`config.mk`:
```
export PLATFORM = sky130hd
export DESIGN_NAME = wdfs_top
export DESIGN_NICKNAME = d
export VERILOG_FILES = /design/src/wdfs_pkg.sv /design/src/wdfs_top.sv
export VERILOG_INCLUDE_DIRS = /design/src /design/src/src
export SDC_FILE = /design/constraint.sdc
export NUM_CORES = 1
export LEC_CHECK = 0
export ABC_AREA = 1
export BUFFER_PORTS_ARGS = -buffer_cell sky130_fd_sc_hd__buf_2
export CAP_MARGIN = 20
export CORE_MARGIN = 8
export CORE_UTILIZATION = 45
export DETAILED_ROUTE_END_ITERATION = 10
export GPL_TIMING_DRIVEN = 1
export PLACE_DENSITY = 0.64
export SYNTH_ARGS = -nofsm -noshare
export SYNTH_HDL_FRONTEND = slang
export SYNTH_SLANG_ARGS = --single-unit
export TNS_END_PERCENT = 5
```
`constraint.sdc`:
```
create_clock -name clk_sys -period 4.95 [get_ports clk_sys]
set_input_delay 0.99 -clock clk_sys [delete_from_list [all_inputs] [get_ports clk_sys]]
set_output_delay 0.99 -clock clk_sys [all_outputs]
set_load 0.05 [all_outputs]
```
`src/wdfs_map.svh`:
```
// Register offsets, field positions, reset values and timing counts of the watchdog supervisor.
`ifndef WDFS_MAP_SVH
`define WDFS_MAP_SVH

// ----------------------------------------------------------------------------
// Register offsets (byte addresses on the APB)
// ----------------------------------------------------------------------------
`define WDFS_CFG_OFS   8'h00
`define WDFS_CMD_OFS   8'h04
`define WDFS_SEL_OFS   8'h08
`define WDFS_OLC_OFS   8'h0c
`define WDFS_OCC_OFS   8'h10
`define WDFS_STAT_OFS  8'h14
`define WDFS_MODE_OFS  8'h18

// ----------------------------------------------------------------------------
// Field positions and sizes
// ----------------------------------------------------------------------------
`define WDFS_TOG_BIT   15
`define WDFS_DIV_HI    5
`define WDFS_DIV_LO    4
`define WDFS_NOUT      12
`define WDFS_NHS       4
`define WDFS_FS_ON     12'h005
`define WDFS_CFG_RST   16'h0000
`define WDFS_OUT_RST   12'h000

// ----------------------------------------------------------------------------
// Timing
// ----------------------------------------------------------------------------
`define WDFS_CLK_MHZ   20
`define WDFS_BASE_TO_US 10000
`define WDFS_FILT_US   10
`define WDFS_FILT_W    8

`endif

```
`src/wdfs_pkg.sv`:
```
// Types shared by the watchdog and fail-safe supervisor.
package wdfs_pkg;

  // Operating mode derived from the wake and reset pins and the watchdog.
  typedef enum logic [1:0] {
    WDFS_SLEEP,
    WDFS_HOLD,
    WDFS_NORMAL,
    WDFS_FAILSAFE
  } wdfs_mode_t;

endpackage

```
`src/wdfs_top.sv`:
```
// Watchdog, fail-safe forcing, mode table and per-output fault supervisor with an APB slave.
`include "wdfs_map.svh"

// Summary of operation
// Wake or reset rising edge starts watchdog.
// Pin or message bit toggle refreshes watchdog.
// Timeout without refresh latches fail-safe mode.
// Fail-safe drives outputs zero, two on only.
// Wake and reset low leave fail-safe.
// Fail-safe disable input low disables everything; the code clears only the watchdog enable and fail-safe, outputs still run.
// Wake and reset low: sleep, outputs off.
// Reset low: outputs off, default after.
// Reset high: outputs follow configuration, inputs.
// Reset clears all configuration bits to zero.
// Default: low sides shared input, highs own.
// Default: high-side open load on, low off.
// Faults per output; overvoltage global; overcurrent low.
// Low-side overcurrent, open load pass filter.
// Faults latch; cleared on chip select rise.
// Flag pin real time for global, high.
// Low-side flag latches until toggle, reset.
// Overtemperature only while on, local shutdown.
// Low-side overtemperature off until commanded off.
// High-side overtemperature restarts after cooling.
// Overvoltage: all off, all bits latched.
// Divider field halves timeout per step.
// Status bits eleven..four low, three..zero high.
// Counter restarts on refresh and divider change.
module wdfs_top
  import wdfs_pkg::*;
#(
  parameter int unsigned BASE_TO_CYC = `WDFS_BASE_TO_US * `WDFS_CLK_MHZ
) (
  // Clock and reset.
  input  wire logic        clk_sys,
  input  wire logic        rst_n,
  // APB slave.
  input  wire logic        psel,
  input  wire logic        penable,
  input  wire logic        pwrite,
  input  wire logic [7:0]  paddr,
  input  wire logic [31:0] pwdata,
  output logic      [31:0] prdata,
  output logic             pready,
  output logic             pslverr,
  // Mode pins.
  input  wire logic        wake_in,
  input  wire logic        reset_pin_n,
  input  wire logic        watchdog_refresh_pin,
  input  wire logic        failsafe_disable_input,
  input  wire logic        chip_select_n,
  // Direct inputs.
  input  wire logic        low_side_direct_input,
  input  wire logic [3:0]  high_side_direct_input,
  // Fault sensors.
  input  wire logic        overvoltage_sense,
  input  wire logic [11:0] overtemp_sense,
  input  wire logic [11:0] open_load_sense,
  input  wire logic [7:0]  overcurrent_sense,
  // Outputs.
  output logic      [11:0] output_on,
  output logic             fault_flag_pin_n,
  output logic             failsafe_active
);

  // --------------------------------------------------------------------------
  // Pin synchronisers
  // --------------------------------------------------------------------------
  localparam int PW = 43;
  localparam logic [`WDFS_FILT_W-1:0] FILT_CYC = `WDFS_FILT_W'(`WDFS_FILT_US * `WDFS_CLK_MHZ);
  localparam logic [PW-1:0] SYNC_RST = {4'h0, 1'b1, 38'h0}; // Select idles high: no false rise after reset.

  logic [PW-1:0] pin_raw;
  logic [PW-1:0] sync1_ff;
  logic [PW-1:0] sync2_ff;
  logic [3:0]    prev_ff;
  logic          wake_s, rstp_s, watchdog_refresh_pin_s, fsi_s, cs_s, ils_s, ov_s;
  logic [3:0]    ihs_s;
  logic [11:0]   ot_s, ol_s;
  logic [7:0]    oc_s;

  assign pin_raw = {wake_in, reset_pin_n, watchdog_refresh_pin, failsafe_disable_input, chip_select_n,
                    low_side_direct_input, high_side_direct_input, overvoltage_sense, overtemp_sense,
                    open_load_sense, overcurrent_sense};

  // Every pin passes two flops; only the second stage is read by logic.
  always_ff @(posedge clk_sys or negedge rst_n) begin
    if (!rst_n) begin
      sync1_ff <= SYNC_RST;
      sync2_ff <= SYNC_RST;
    end else begin
      sync1_ff <= pin_raw;
      sync2_ff <= sync1_ff;
    end
  end

  assign {wake_s, rstp_s, watchdog_refresh_pin_s, fsi_s, cs_s, ils_s, ihs_s, ov_s, ot_s, ol_s, oc_s} = sync2_ff;

  // Previous levels for edge detection on the mode and strobe pins.
  always_ff @(posedge clk_sys or negedge rst_n) begin
    if (!rst_n) begin
      prev_ff <= 4'h1;
    end else begin
      prev_ff <= {wake_s, rstp_s, watchdog_refresh_pin_s, cs_s};
    end
  end

  logic wake_rise, rst_rise, watchdog_refresh_pin_edge, cs_rise;
  assign wake_rise = wake_s & ~prev_ff[3];
  assign rst_rise  = rstp_s & ~prev_ff[2];
  assign watchdog_refresh_pin_edge = watchdog_refresh_pin_s ^ prev_ff[1];
  assign cs_rise   = cs_s & ~prev_ff[0];

  // --------------------------------------------------------------------------
  // APB slave and configuration registers
  // --------------------------------------------------------------------------
  logic [15:0] cfg_ff;
  logic [11:0] cmd_ff, sel_ff, olc_ff, occ_ff;
  logic [11:0] stat_ff, out_ff;
  logic [31:0] prdata_ff, rd_data;
  logic        pready_ff, pslverr_ff, rd_hit;
  logic        setup, wr, wd_en_ff, fs_ff, flag_n_ff, expired;
  wdfs_mode_t  mode_ff, nxt_mode;
  logic [2:0]  echo_bits;

  assign setup = psel & ~penable;
  assign wr    = psel & penable & pready_ff & pwrite;

  // The echo bits follow the last toggle bit, as in the serial status word.
  assign echo_bits = cfg_ff[`WDFS_TOG_BIT] ? {ihs_s[2], ihs_s[3], wake_s} : {ihs_s[0], ihs_s[1], fsi_s};

  // Read decode; unaligned or unmapped addresses answer with an error.
  always_comb begin
    rd_hit  = 1'b1;
    rd_data = 32'h0000_0000;
    case (paddr)
      `WDFS_CFG_OFS:  rd_data = {16'h0000, cfg_ff};
      `WDFS_CMD_OFS:  rd_data = {20'h00000, cmd_ff};
      `WDFS_SEL_OFS:  rd_data = {20'h00000, sel_ff};
      `WDFS_OLC_OFS:  rd_data = {20'h00000, olc_ff};
      `WDFS_OCC_OFS:  rd_data = {20'h00000, occ_ff};
      `WDFS_STAT_OFS: rd_data = {16'h0000, cfg_ff[`WDFS_TOG_BIT], echo_bits, stat_ff};
      `WDFS_MODE_OFS: rd_data = {26'h0000000, flag_n_ff, expired, wd_en_ff, fs_ff, mode_ff};
      default:        rd_hit  = 1'b0;
    endcase
  end

  // Zero-wait answer: the setup cycle prepares data, so pready is high in the first access cycle.
  always_ff @(posedge clk_sys or negedge rst_n) begin
    if (!rst_n) begin
      pready_ff  <= 1'b0;
      pslverr_ff <= 1'b0;
      prdata_ff  <= 32'h0000_0000;
    end else begin
      pready_ff  <= setup;
      pslverr_ff <= setup & ~rd_hit;
      prdata_ff  <= (setup & ~pwrite) ? rd_data : 32'h0000_0000;
    end
  end

  // Configuration is held at zero while the reset pin is low.
  always_ff @(posedge clk_sys or negedge rst_n) begin
    if (!rst_n) begin
      cfg_ff <= `WDFS_CFG_RST;
      cmd_ff <= `WDFS_OUT_RST;
      sel_ff <= `WDFS_OUT_RST;
      olc_ff <= `WDFS_OUT_RST;
      occ_ff <= `WDFS_OUT_RST;
    end else if (!rstp_s) begin
      cfg_ff <= `WDFS_CFG_RST;
      cmd_ff <= `WDFS_OUT_RST;
      sel_ff <= `WDFS_OUT_RST;
      olc_ff <= `WDFS_OUT_RST;
      occ_ff <= `WDFS_OUT_RST;
    end else if (wr) begin
      if (paddr == `WDFS_CFG_OFS) cfg_ff <= pwdata[15:0];
      if (paddr == `WDFS_CMD_OFS) cmd_ff <= pwdata[11:0];
      if (paddr == `WDFS_SEL_OFS) sel_ff <= pwdata[11:0];
      if (paddr == `WDFS_OLC_OFS) olc_ff <= pwdata[11:0];
      if (paddr == `WDFS_OCC_OFS) occ_ff <= {pwdata[11:4], 4'h0};
    end
  end

  // --------------------------------------------------------------------------
  // Watchdog
  // --------------------------------------------------------------------------
  logic [31:0] wd_cnt_ff, wd_limit;
  logic        wd_start, wd_refresh, cfg_wr, wake_seen_ff, fs_exit, sleep_pins;

  assign cfg_wr     = wr & (paddr == `WDFS_CFG_OFS);
  assign wd_start   = wake_rise | rst_rise;
  // A toggle of the pin or of the message bit refreshes; a divider change restarts the count.
  assign wd_refresh = watchdog_refresh_pin_edge | (cfg_wr & (pwdata[`WDFS_TOG_BIT] ^ cfg_ff[`WDFS_TOG_BIT]))
                    | (cfg_wr & (pwdata[5:4] != cfg_ff[`WDFS_DIV_HI:`WDFS_DIV_LO]));
  assign wd_limit   = 32'(BASE_TO_CYC) >> cfg_ff[`WDFS_DIV_HI:`WDFS_DIV_LO];
  assign expired    = wd_en_ff & (wd_cnt_ff >= wd_limit);
  assign sleep_pins = ~wake_s & ~rstp_s;
  // Without a wake rise the reset pin alone releases fail-safe.
  assign fs_exit    = fs_ff & ~rstp_s & (~wake_s | ~wake_seen_ff);

  // Watchdog enable; the disable input tied low keeps it off for good.
  always_ff @(posedge clk_sys or negedge rst_n) begin
    if (!rst_n) begin
      wd_en_ff <= 1'b0;
    end else if (!fsi_s || sleep_pins || fs_exit) begin
      wd_en_ff <= 1'b0;
    end else if (wd_start) begin
      wd_en_ff <= 1'b1;
    end
  end

  // The count stops at the limit so that expiry stays visible.
  always_ff @(posedge clk_sys or negedge rst_n) begin
    if (!rst_n) begin
      wd_cnt_ff <= 32'h0000_0000;
    end else if (wd_start || wd_refresh || !wd_en_ff) begin
      wd_cnt_ff <= 32'h0000_0000;
    end else if (!expired) begin
      wd_cnt_ff <= wd_cnt_ff + 32'h0000_0001;
    end
  end

  // Remembers whether wake was raised since the last sleep.
  always_ff @(posedge clk_sys or negedge rst_n) begin
    if (!rst_n) begin
      wake_seen_ff <= 1'b0;
    end else if (wake_s) begin
      wake_seen_ff <= 1'b1;
    end else if (!rstp_s) begin
      wake_seen_ff <= 1'b0;
    end
  end

  // Fail-safe latch; reinitialisation wins, as it also stops the watchdog.
  always_ff @(posedge clk_sys or negedge rst_n) begin
    if (!rst_n) begin
      fs_ff <= 1'b0;
    end else if (!fsi_s || fs_exit) begin
      fs_ff <= 1'b0;
    end else if (expired) begin
      fs_ff <= 1'b1;
    end
  end

  // --------------------------------------------------------------------------
  // Per-output command and fault logic
  // --------------------------------------------------------------------------
  logic [11:0] cmd_on, dir_on, norm_on, cond, flt;
  logic [11:0] otoff_ff, ocoff_ff, fsl_ff, cmdp_ff;
  logic [11:0] nxt_otoff, nxt_ocoff, nxt_fsl, nxt_stat, nxt_out;
  logic [3:0]  hs_rt;

  for (genvar i = 0; i < `WDFS_NOUT; i++) begin : g_out
    logic ot_det;
    assign ot_det = ot_s[i] & out_ff[i];
    if (i < `WDFS_NHS) begin : g_hs
      logic ol_raw;
      assign ol_raw       = ol_s[i] & ~out_ff[i] & ~olc_ff[i];
      assign dir_on[i]    = ihs_s[i];
      assign nxt_otoff[i] = ot_det | (otoff_ff[i] & ot_s[i]);
      assign nxt_ocoff[i] = 1'b0;
      assign nxt_fsl[i]   = 1'b0;
      assign hs_rt[i]     = ol_raw | ot_det | otoff_ff[i];
      assign cond[i]      = ol_raw | ot_det;
      assign flt[i]       = ol_raw | ot_det;
    end else begin : g_ls
      logic [`WDFS_FILT_W-1:0] filt_ff;
      logic                    oc_raw, ol_raw, hit, ocf, olf, tog;
      assign oc_raw = oc_s[i-`WDFS_NHS] & out_ff[i] & occ_ff[i];
      assign ol_raw = ol_s[i] & ~out_ff[i] & olc_ff[i];
      assign hit    = (oc_raw | ol_raw) & (filt_ff == FILT_CYC);
      assign ocf    = hit & out_ff[i];
      assign olf    = hit & ~out_ff[i];
      assign tog    = cmd_on[i] ^ cmdp_ff[i];

      // Transients shorter than the filter never reach the fault logic.
      always_ff @(posedge clk_sys or negedge rst_n) begin
        if (!rst_n) begin
          filt_ff <= '0;
        end else if (!(oc_raw || ol_raw)) begin
          filt_ff <= '0;
        end else if (filt_ff != FILT_CYC) begin
          filt_ff <= filt_ff + `WDFS_FILT_W'(1);
        end
      end

      assign dir_on[i]    = ils_s;
      // Stays off after cooling until the command itself goes off.
      assign nxt_otoff[i] = ot_det | (otoff_ff[i] & (ot_s[i] | cmd_on[i]));
      assign nxt_ocoff[i] = ocf | (ocoff_ff[i] & cmd_on[i]);
      assign nxt_fsl[i]   = ot_det | ocf | olf | (fsl_ff[i] & ~tog & rstp_s);
      assign cond[i]      = oc_raw | ol_raw | ot_det;
      assign flt[i]       = ot_det | ocf | olf;
    end
    assign cmd_on[i]   = sel_ff[i] ? cmd_ff[i] : dir_on[i];
    assign norm_on[i]  = cmd_on[i] & ~otoff_ff[i] & ~ocoff_ff[i];
    // A new fault beats a clear in the same cycle.
    assign nxt_stat[i] = flt[i] | ov_s | (stat_ff[i] & ~(cs_rise & ~cond[i] & ~ov_s));
  end

  // Mode table.
  always_comb begin
    if (fs_ff) begin
      nxt_mode = WDFS_FAILSAFE;
    end else if (!rstp_s && !wake_s) begin
      nxt_mode = WDFS_SLEEP;
    end else if (!rstp_s) begin
      nxt_mode = WDFS_HOLD;
    end else begin
      nxt_mode = WDFS_NORMAL;
    end
  end

  // Output selection; overvoltage overrides every mode.
  always_comb begin
    case (nxt_mode)
      WDFS_FAILSAFE: nxt_out = `WDFS_FS_ON;
      WDFS_SLEEP:    nxt_out = `WDFS_OUT_RST;
      WDFS_HOLD:     nxt_out = `WDFS_OUT_RST;
      WDFS_NORMAL:   nxt_out = norm_on;
      default:       nxt_out = `WDFS_OUT_RST;
    endcase
    if (ov_s) begin
      nxt_out = `WDFS_OUT_RST;
    end
  end

  // Fault state and output registers.
  always_ff @(posedge clk_sys or negedge rst_n) begin
    if (!rst_n) begin
      otoff_ff  <= `WDFS_OUT_RST;
      ocoff_ff  <= `WDFS_OUT_RST;
      fsl_ff    <= `WDFS_OUT_RST;
      cmdp_ff   <= `WDFS_OUT_RST;
      stat_ff   <= `WDFS_OUT_RST;
      out_ff    <= `WDFS_OUT_RST;
      mode_ff   <= WDFS_SLEEP;
      flag_n_ff <= 1'b1;
    end else begin
      otoff_ff  <= nxt_otoff;
      ocoff_ff  <= nxt_ocoff;
      fsl_ff    <= nxt_fsl;
      cmdp_ff   <= cmd_on;
      stat_ff   <= nxt_stat;
      out_ff    <= nxt_out;
      mode_ff   <= nxt_mode;
      flag_n_ff <= ~(ov_s | (|hs_rt) | (|nxt_fsl));
    end
  end

  assign prdata           = prdata_ff;
  assign pready           = pready_ff;
  assign pslverr          = pslverr_ff;
  assign output_on        = out_ff;
  assign fault_flag_pin_n = flag_n_ff;
  assign failsafe_active  = fs_ff;
endmodule

```
==> results of run 1 <==
## stage by stage
stage / utilization [%] / cells / setup WS (ns) / total power [uW] / hold slack (ns)
CTS: 52.2 / 2096 / 1.89 / 6200 / 0.344
detailed placement: 48.2 / 2032 / 1.72 / 3340 / 0.335
global route: 52.3 / 2098 / 1.56 / 6380 / 0.345
finish: 52.3 / 2098 / 1.88 / 6120 / 0.342
global placement: 48.2 / 2032 / 1.82 / 3330 / 0.333
floorplan: - / 1565 / 2.79 / 3170 / 0.331
## cell usage after synthesis (7+ instances only)
cell type  instances
nand3b_1           8
o21ai_1           14
nand2_1          344
o21ai_0          117
nor4_1            14
dfrtp_1          326
a21oi_1           76
inv_1            188
inv_2              7
ha_1              34
xor2_1            16
nor3_1            46
o31ai_1            7
clkbuf_1           9
nand3_1           93
nor2_1           102
nand4_1           41
buf_2             17
o22ai_1           18
buf_4             16
## layout make-up
type	instances	area (um2)	share of cell area, %
multi-input cells	989	4980	30.4
repair buffers	114	648	3.95
flip-flops and latches	330	8260	50.3
well taps	402	503	3.06
clock inverters	12	218	1.33
clock buffers	52	1050	6.40
inverters	199	749	4.57
## worst min-delay path by stage
stage	from	endpoint	slack [ns]
2_1_floorplan	sync1_ff[0]$_DFF_PN0_	sync2_ff[0]$_DFF_PN0_	0.33
3_3_place_gp	sync1_ff[0]$_DFF_PN0_	sync2_ff[0]$_DFF_PN0_	0.33
3_5_place_dp	sync1_ff[12]$_DFF_PN0_	sync2_ff[12]$_DFF_PN0_	0.33
4_1_cts	sync1_ff[5]$_DFF_PN0_	sync2_ff[5]$_DFF_PN0_	0.34
5_1_grt	sync1_ff[26]$_DFF_PN0_	sync2_ff[26]$_DFF_PN0_	0.35
6_report	sync1_ff[9]$_DFF_PN0_	sync2_ff[9]$_DFF_PN0_	0.34
## critical path, delay by kind of cell (launching register included)
family                   cells  cell delay (ns)
flip-flops                   1             0.48
adder cells (fa/ha/maj)      2             0.53
buffers and inverters        2             0.35
AND/OR/NAND/NOR             10             1.47
AO/OA/AOI/OAI                1             0.11
## metal layers
metal / part of all wire [%] / track usage [%]
met5: 0 / 0
met4: 2.9 / 5.83
met3: 5.3 / 3.19
met2: 47 / 29.2
met1: 45 / 24.3
## cells by family (layout without fill, tap and decap cells)
family                   Yosys count  in the layout  share of synthesized area, %
AO/OA/AOI/OAI                    244            244                          9.14
XOR/XNOR                          21             21                          1.29
adder cells (fa/ha/maj)           34             34                          2.99
buffers and inverters            246            377                          7.35
flip-flops                       330            330                          58.1
multiplexers                       1              1                        0.0703
other                              1             16                        0.0263
AND/OR/NAND/NOR                  673            673                          21.1
## power groups by stage
stage	combinational (uW)	sequential, uW	clock (uW)
after global placement	395	2940	0
after detailed placement	403	2940	0
after CTS	405	2890	2900
after global routing	459	2900	3020
final	402	2890	2830
after floorplan	232	2940	0
## state kept, by name, indices dropped and copies added, names as in the netlist, 2 cells and up
name and count:
fsl_ff 8, occ_ff 8, stat_ff 12, prdata 16
ocoff_ff 8, otoff_ff 12, output_on 12, mode_ff 2
cmd_ff 12, cmdp_ff 8, olc_ff 12, wd_cnt_ff 32
sel_ff 12, prev_ff 4, sync1_ff 43, sync2_ff 43
cfg_ff 16, g_out.g_ls.filt_ff 64
==> impl_metrics.json, run 1 <==
{
  "finClkSkew_ns": 0.0222,
  "cts_buffer_depth": 3,
  "ys_ff_latch": 330,
  "placementRows": 65,
  "finalCriticalPeriod_ns": 3.07,
  "start_util_pct": 45.3,
  "ys_warn_count": 0,
  "p_switching_uw": 1450,
  "ant_nets": 0,
  "cts_sinks": 330,
  "cts_setup_buffers": 0,
  "overflow": 0,
  "hold_viol_final": 0,
  "synth_top_area_share_pct": 57.3,
  "antenna_found_initial": 0,
  "worstHoldPathType": "reg2reg",
  "endpoint": "wd_cnt_ff[13]$_DFFE_PN0P_",
  "cpPeakStageDelay_ns": 0.51,
  "p_per_area_mw_per_mm2": 373,
  "firstDrtPassIters": 5,
  "status": "complete, no violations",
  "r2r_cells": 15,
  "pwr-share-comb_pct": 6.6,
  "die_h_um": 194,
  "postPlaceCellArea_mm2": 0.0151,
  "hold_depth": 0,
  "track_usage_pct": 18.0,
  "fmax_mhz": 326,
  "post_cts_resize_count": 0,
  "dp_hpwl_um": 23100,
  "startpoint_type": "flop",
  "wl_per_cell_um": 15.9,
  "cts.clk_slew.worst_paths_ns": 0.06,
  "ctsHoldBuffers": 0,
  "crit-reg2reg-launch": "cfg_ff[5]$_DFFE_PN0P_",
  "drt-total-wl_um": 33300,
  "path_class": "reg2reg",
  "cts_tree": "built",
  "clk_latency_ns": 0.54,
  "floorplan.die_area_mm2": 0.0376,
  "routed_via_density": 5.11,
  "grt_max_degree": 101,
  "required_ns": 5.36,
  "syn_area_mm2": 0.0142,
  "avgSynthCellArea_um2": 9.18,
  "fin_area_mm2": 0.0164,
  "async_reset_ff_share_pct": 100,
  "final_cell_mix": "nand2_1, dfrtp_1, inv_1",
  "startpoint": "cfg_ff[5]$_DFFE_PN0P_",
  "critPathArrivalTime_ns": 3.48,
  "finalCritPeriodShare_pct": 61.9,
  "final_common_cell": "nand2_1",
  "grt_pass1_wl_um": 55600,
  "rr_endpoint": "wd_cnt_ff[13]$_DFFE_PN0P_",
  "synth.distinct_cells": 49,
  "seq_area_frac_synth_pct": 58.1,
  "synthToLayoutAreaGrowth_pct": 15.3,
  "p_leak_uw": 0.00797,
  "yosys-top-cells-area": "dfrtp_1, nand2_1, inv_1",
  "io_buffer_count": 103,
  "rsz0062_at_grt": "false",
  "pwr-share-seq_pct": 47.2,
  "ios": 136,
  "gp_congestion": 0.852,
  "clkPwrFrac_pct": 46.2,
  "cpMostUsedCell": "nand2_1",
  "first_global_vias": 10700,
  "relSlewSlack_pct": 21.4,
  "syn-instance-count": 1550,
  "synth_edf_count": 0,
  "drv_cap": 0,
  "n_fill_cell": 2870,
  "dieWidth_um": 194,
  "layout-drive-gt1-share_pct": 12.0,
  "cts_max_level": 2,
  "timing.setup.tns_ns": 0,
  "ctsRootBufferMaster": "clkbuf_16",
  "slew_viol_final": 0,
  "cp_cell_sequence": "inv_1 > ha_1 > inv_1 > ha_1 > nand2_1 > a21oi_1 > nand2_1 > nand2_1 > nor2_1 > nand2_1 > nand2_1 > nand2_2 > nand3_2 > nand2_1 > nand2_1",
  "diodes": 0,
  "vias": 10700,
  "cp_slowest_cell": "nand3_2",
  "yosys_most_used_dff": "dfrtp_1",
  "route.detailed.drc": 0,
  "final_nets": 1792,
  "worst_pin_slew_ns": 1.17,
  "drt_iter0_drc": 767,
  "swShare_pct": 23.7,
  "core_area_mm2": 0.0314,
  "crit_fanout": 23,
  "cts_buffers": 36,
  "setup_viol": 0,
  "peakVddDrop_v": 0.000280,
  "worst_setup_path_end_kind": "flop",
  "yosys.area.top_type": "dfrtp_1",
  "r2r_slack_ns": 1.88,
  "p_int_uw": 4680
}
(Power assumes the default switching activity.)
==> run 2, diff against run 1 <==
==> constraint.sdc (replaced) <==
create_clock -name clk_sys -period 3.07 [get_ports clk_sys]
set_input_delay 0.614 -clock clk_sys [delete_from_list [all_inputs] [get_ports clk_sys]]
set_output_delay 0.614 -clock clk_sys [all_outputs]
set_load 0.05 [all_outputs]
==> run 2 against run 1 <==
Maximum frequency up 28%; non-clock buffer count increased by 13; via count up 0.93%; sequential cell count stayed put; setup slack got worse by 1.2 ns; critical path depth stayed put; critical path type unchanged; largest cell class unchanged.
==> impl_metrics.json, run 2 (synthesis gave the netlist of run 1 again) <==
{
  "cp_cell_sequence": "inv_1 > ha_1 > inv_1 > ha_1 > nand2_1 > a21oi_1 > nand2_1 > nand2_1 > nor2_1 > nand2_1 > nand2_1 > nand2_2 > nand2_1 > nand3_1 > nand2_1",
  "cts_setup_buffers": 0,
  "first_global_vias": 10900,
  "cpPeakStageDelay_ns": 0.47,
  "setup_viol": 0,
  "cts_max_level": 2,
  "clk_latency_ns": 0.52,
  "required_ns": 3.48,
  "diodes": 0,
  "worstHoldPathType": "in2async",
  "ios": 136,
  "post_cts_resize_count": 0,
  "track_usage_pct": 18.1,
  "path_buf_inv": 2,
  "finalCritPeriodShare_pct": 78.3,
  "start_util_pct": 45.3,
  "routed_via_density": 5.12,
  "rsz0062_at_grt": "false",
  "floorplan.die_area_mm2": 0.0376,
  "gp_congestion": 0.879,
  "crit_fanout": 10,
  "finalCriticalPeriod_ns": 2.40,
  "die_h_um": 194,
  "ant_nets": 0,
  "status": "complete, no violations",
  "final_nets": 1806,
  "cp_slowest_cell": "dfrtp_1",
  "largest_reg_flops": 64,
  "startpoint_type": "flop",
  "regMostFlops": "g_out.g_ls.filt_ff",
  "slew_viol_final": 0,
  "postPlaceCellArea_mm2": 0.0152,
  "finClkSkew_ns": 0.0212,
  "wl_met2_um": 15800,
  "cts_buffer_depth": 3,
  "final_common_cell": "nand2_1",
  "p_per_area_mw_per_mm2": 600,
  "timing.setup.tns_ns": 0,
  "placementRows": 65,
  "drt-total-wl_um": 33900,
  "route.detailed.drc": 0,
  "fin_area_mm2": 0.0165,
  "wl_met3_um": 1790,
  "grt_max_degree": 80,
  "path_delay_family": "simple AND/OR/NAND/NOR gates",
  "fmax_mhz": 416,
  "layout-drive-gt1-share_pct": 12.8,
  "met1Wirelength_um": 15200,
  "ctsRootBufferMaster": "clkbuf_16",
  "dieWidth_um": 194,
  "firstDrtPassIters": 5,
  "n_fill_cell": 2862,
  "cts.clk_slew.worst_paths_ns": 0.06,
  "multi_input_area_mm2": 0.00498,
  "critPathArrivalTime_ns": 2.81,
  "holdWs_ns": 0.0690,
  "peakVddDrop_v": 0.000498,
  "ctsHoldBuffers": 0,
  "cts_sinks": 330,
  "worst_pin_slew_ns": 1.04,
  "cts_tree": "built",
  "wl_per_cell_um": 16.0,
  "grt_pass1_wl_um": 56100,
  "vias": 10800,
  "cpMostUsedCell": "nand2_1",
  "antenna_found_initial": 0,
  "hold_viol_final": 0,
  "path_class": "reg2reg",
  "core_area_mm2": 0.0314,
  "io_buffer_count": 103,
  "worst_setup_path_end_kind": "flop",
  "cts_buffers": 37,
  "relSlewSlack_pct": 30.5,
  "final_cell_mix": "nand2_1, dfrtp_1, inv_1",
  "highest_layer": "met4",
  "drt_iter0_drc": 814,
  "synthToLayoutAreaGrowth_pct": 16.0,
  "p_leak_uw": 0.00803,
  "drv_cap": 0,
  "overflow": 0,
  "dp_hpwl_um": 23900,
  "top_regs": "g_out.g_ls.filt_ff x64, sync1_ff x43, sync2_ff x43",
  "seq_area_mm2": 0.00826
}
## run 2: worst reg2reg max path, cell delays in order, from the launching register on
cell and delay [ns]:
dfrtp_1 0.47, inv_1 0.22, ha_1 0.20, inv_1 0.07, ha_1 0.29, nand2_1 0.07
a21oi_1 0.12, nand2_1 0.06, nand2_1 0.05, nor2_1 0.04, nand2_1 0.05, nand2_1 0.07
nand2_2 0.11, nand2_1 0.26, nand3_1 0.15, nand2_1 0.07
## run 2: worst paths after layout
path	startpoint	endpoint	slack, ns	cells past startpoint
setup reg to reg	cfg_ff[5]$_DFFE_PN0P_	wd_cnt_ff[16]$_DFFE_PN0P_	0.67	15
setup / recovery	cfg_ff[5]$_DFFE_PN0P_	wd_cnt_ff[16]$_DFFE_PN0P_	0.67	15
min in group clk_sys	wake_in	sync1_ff[42]$_DFF_PN0_	0.20	1
hold reg to reg	sync1_ff[11]$_DFF_PN0_	sync2_ff[11]$_DFF_PN0_	0.34	0
max in group asynchronous	rst_n	g_out[8].g_ls.filt_ff[1]$_DFFE_PN0P_	2.17	2
hold / removal	rst_n	wd_cnt_ff[18]$_DFFE_PN0P_	0.07	1
## run 2: final cells by class
type | instances | area share (%)
clock buffer | 51 | 6.41
timing repair buffer | 127 | 4.50
tap | 402 | 3.05
sequential | 330 | 50.0
multi-input combinational | 989 | 30.2
clock inverter | 15 | 1.30
inverter | 199 | 4.54
## run 2: where the power goes
part,leakage (uW),internal (uW),total (uW),switching [uW]
logic,0.00317,185,653,468
clock network,0.000620,2840,4590,1750
registers,0.00424,4540,4660,124
total,0.00803,7560,9900,2340
## run 2: metrics by stage
| step | cells | utilization, % | power [uW] | worst slack, ns |
|---|---|---|---|---|
| 6_report | 2113 | 52.6 | 9900 | 0.667 |
| 5_1_grt | 2113 | 52.6 | 10300 | 0.326 |
| 4_1_cts | 2113 | 52.6 | 10000 | 0.657 |
| 3_5_place_dp | 2047 | 48.6 | 5400 | 0.428 |
| 3_3_place_gp | 2047 | 48.6 | 5380 | 0.507 |
| 2_1_floorplan | 1565 | - | 5110 | 1.07 |
## run 2: metal layers
metal / global-route usage, % / up-vias
met5: 0 / -
met1: 23.9 / 5137
met4: 6.14 / 0
met3: 2.93 / 67
met2: 30.1 / 290
li1: - / 5322
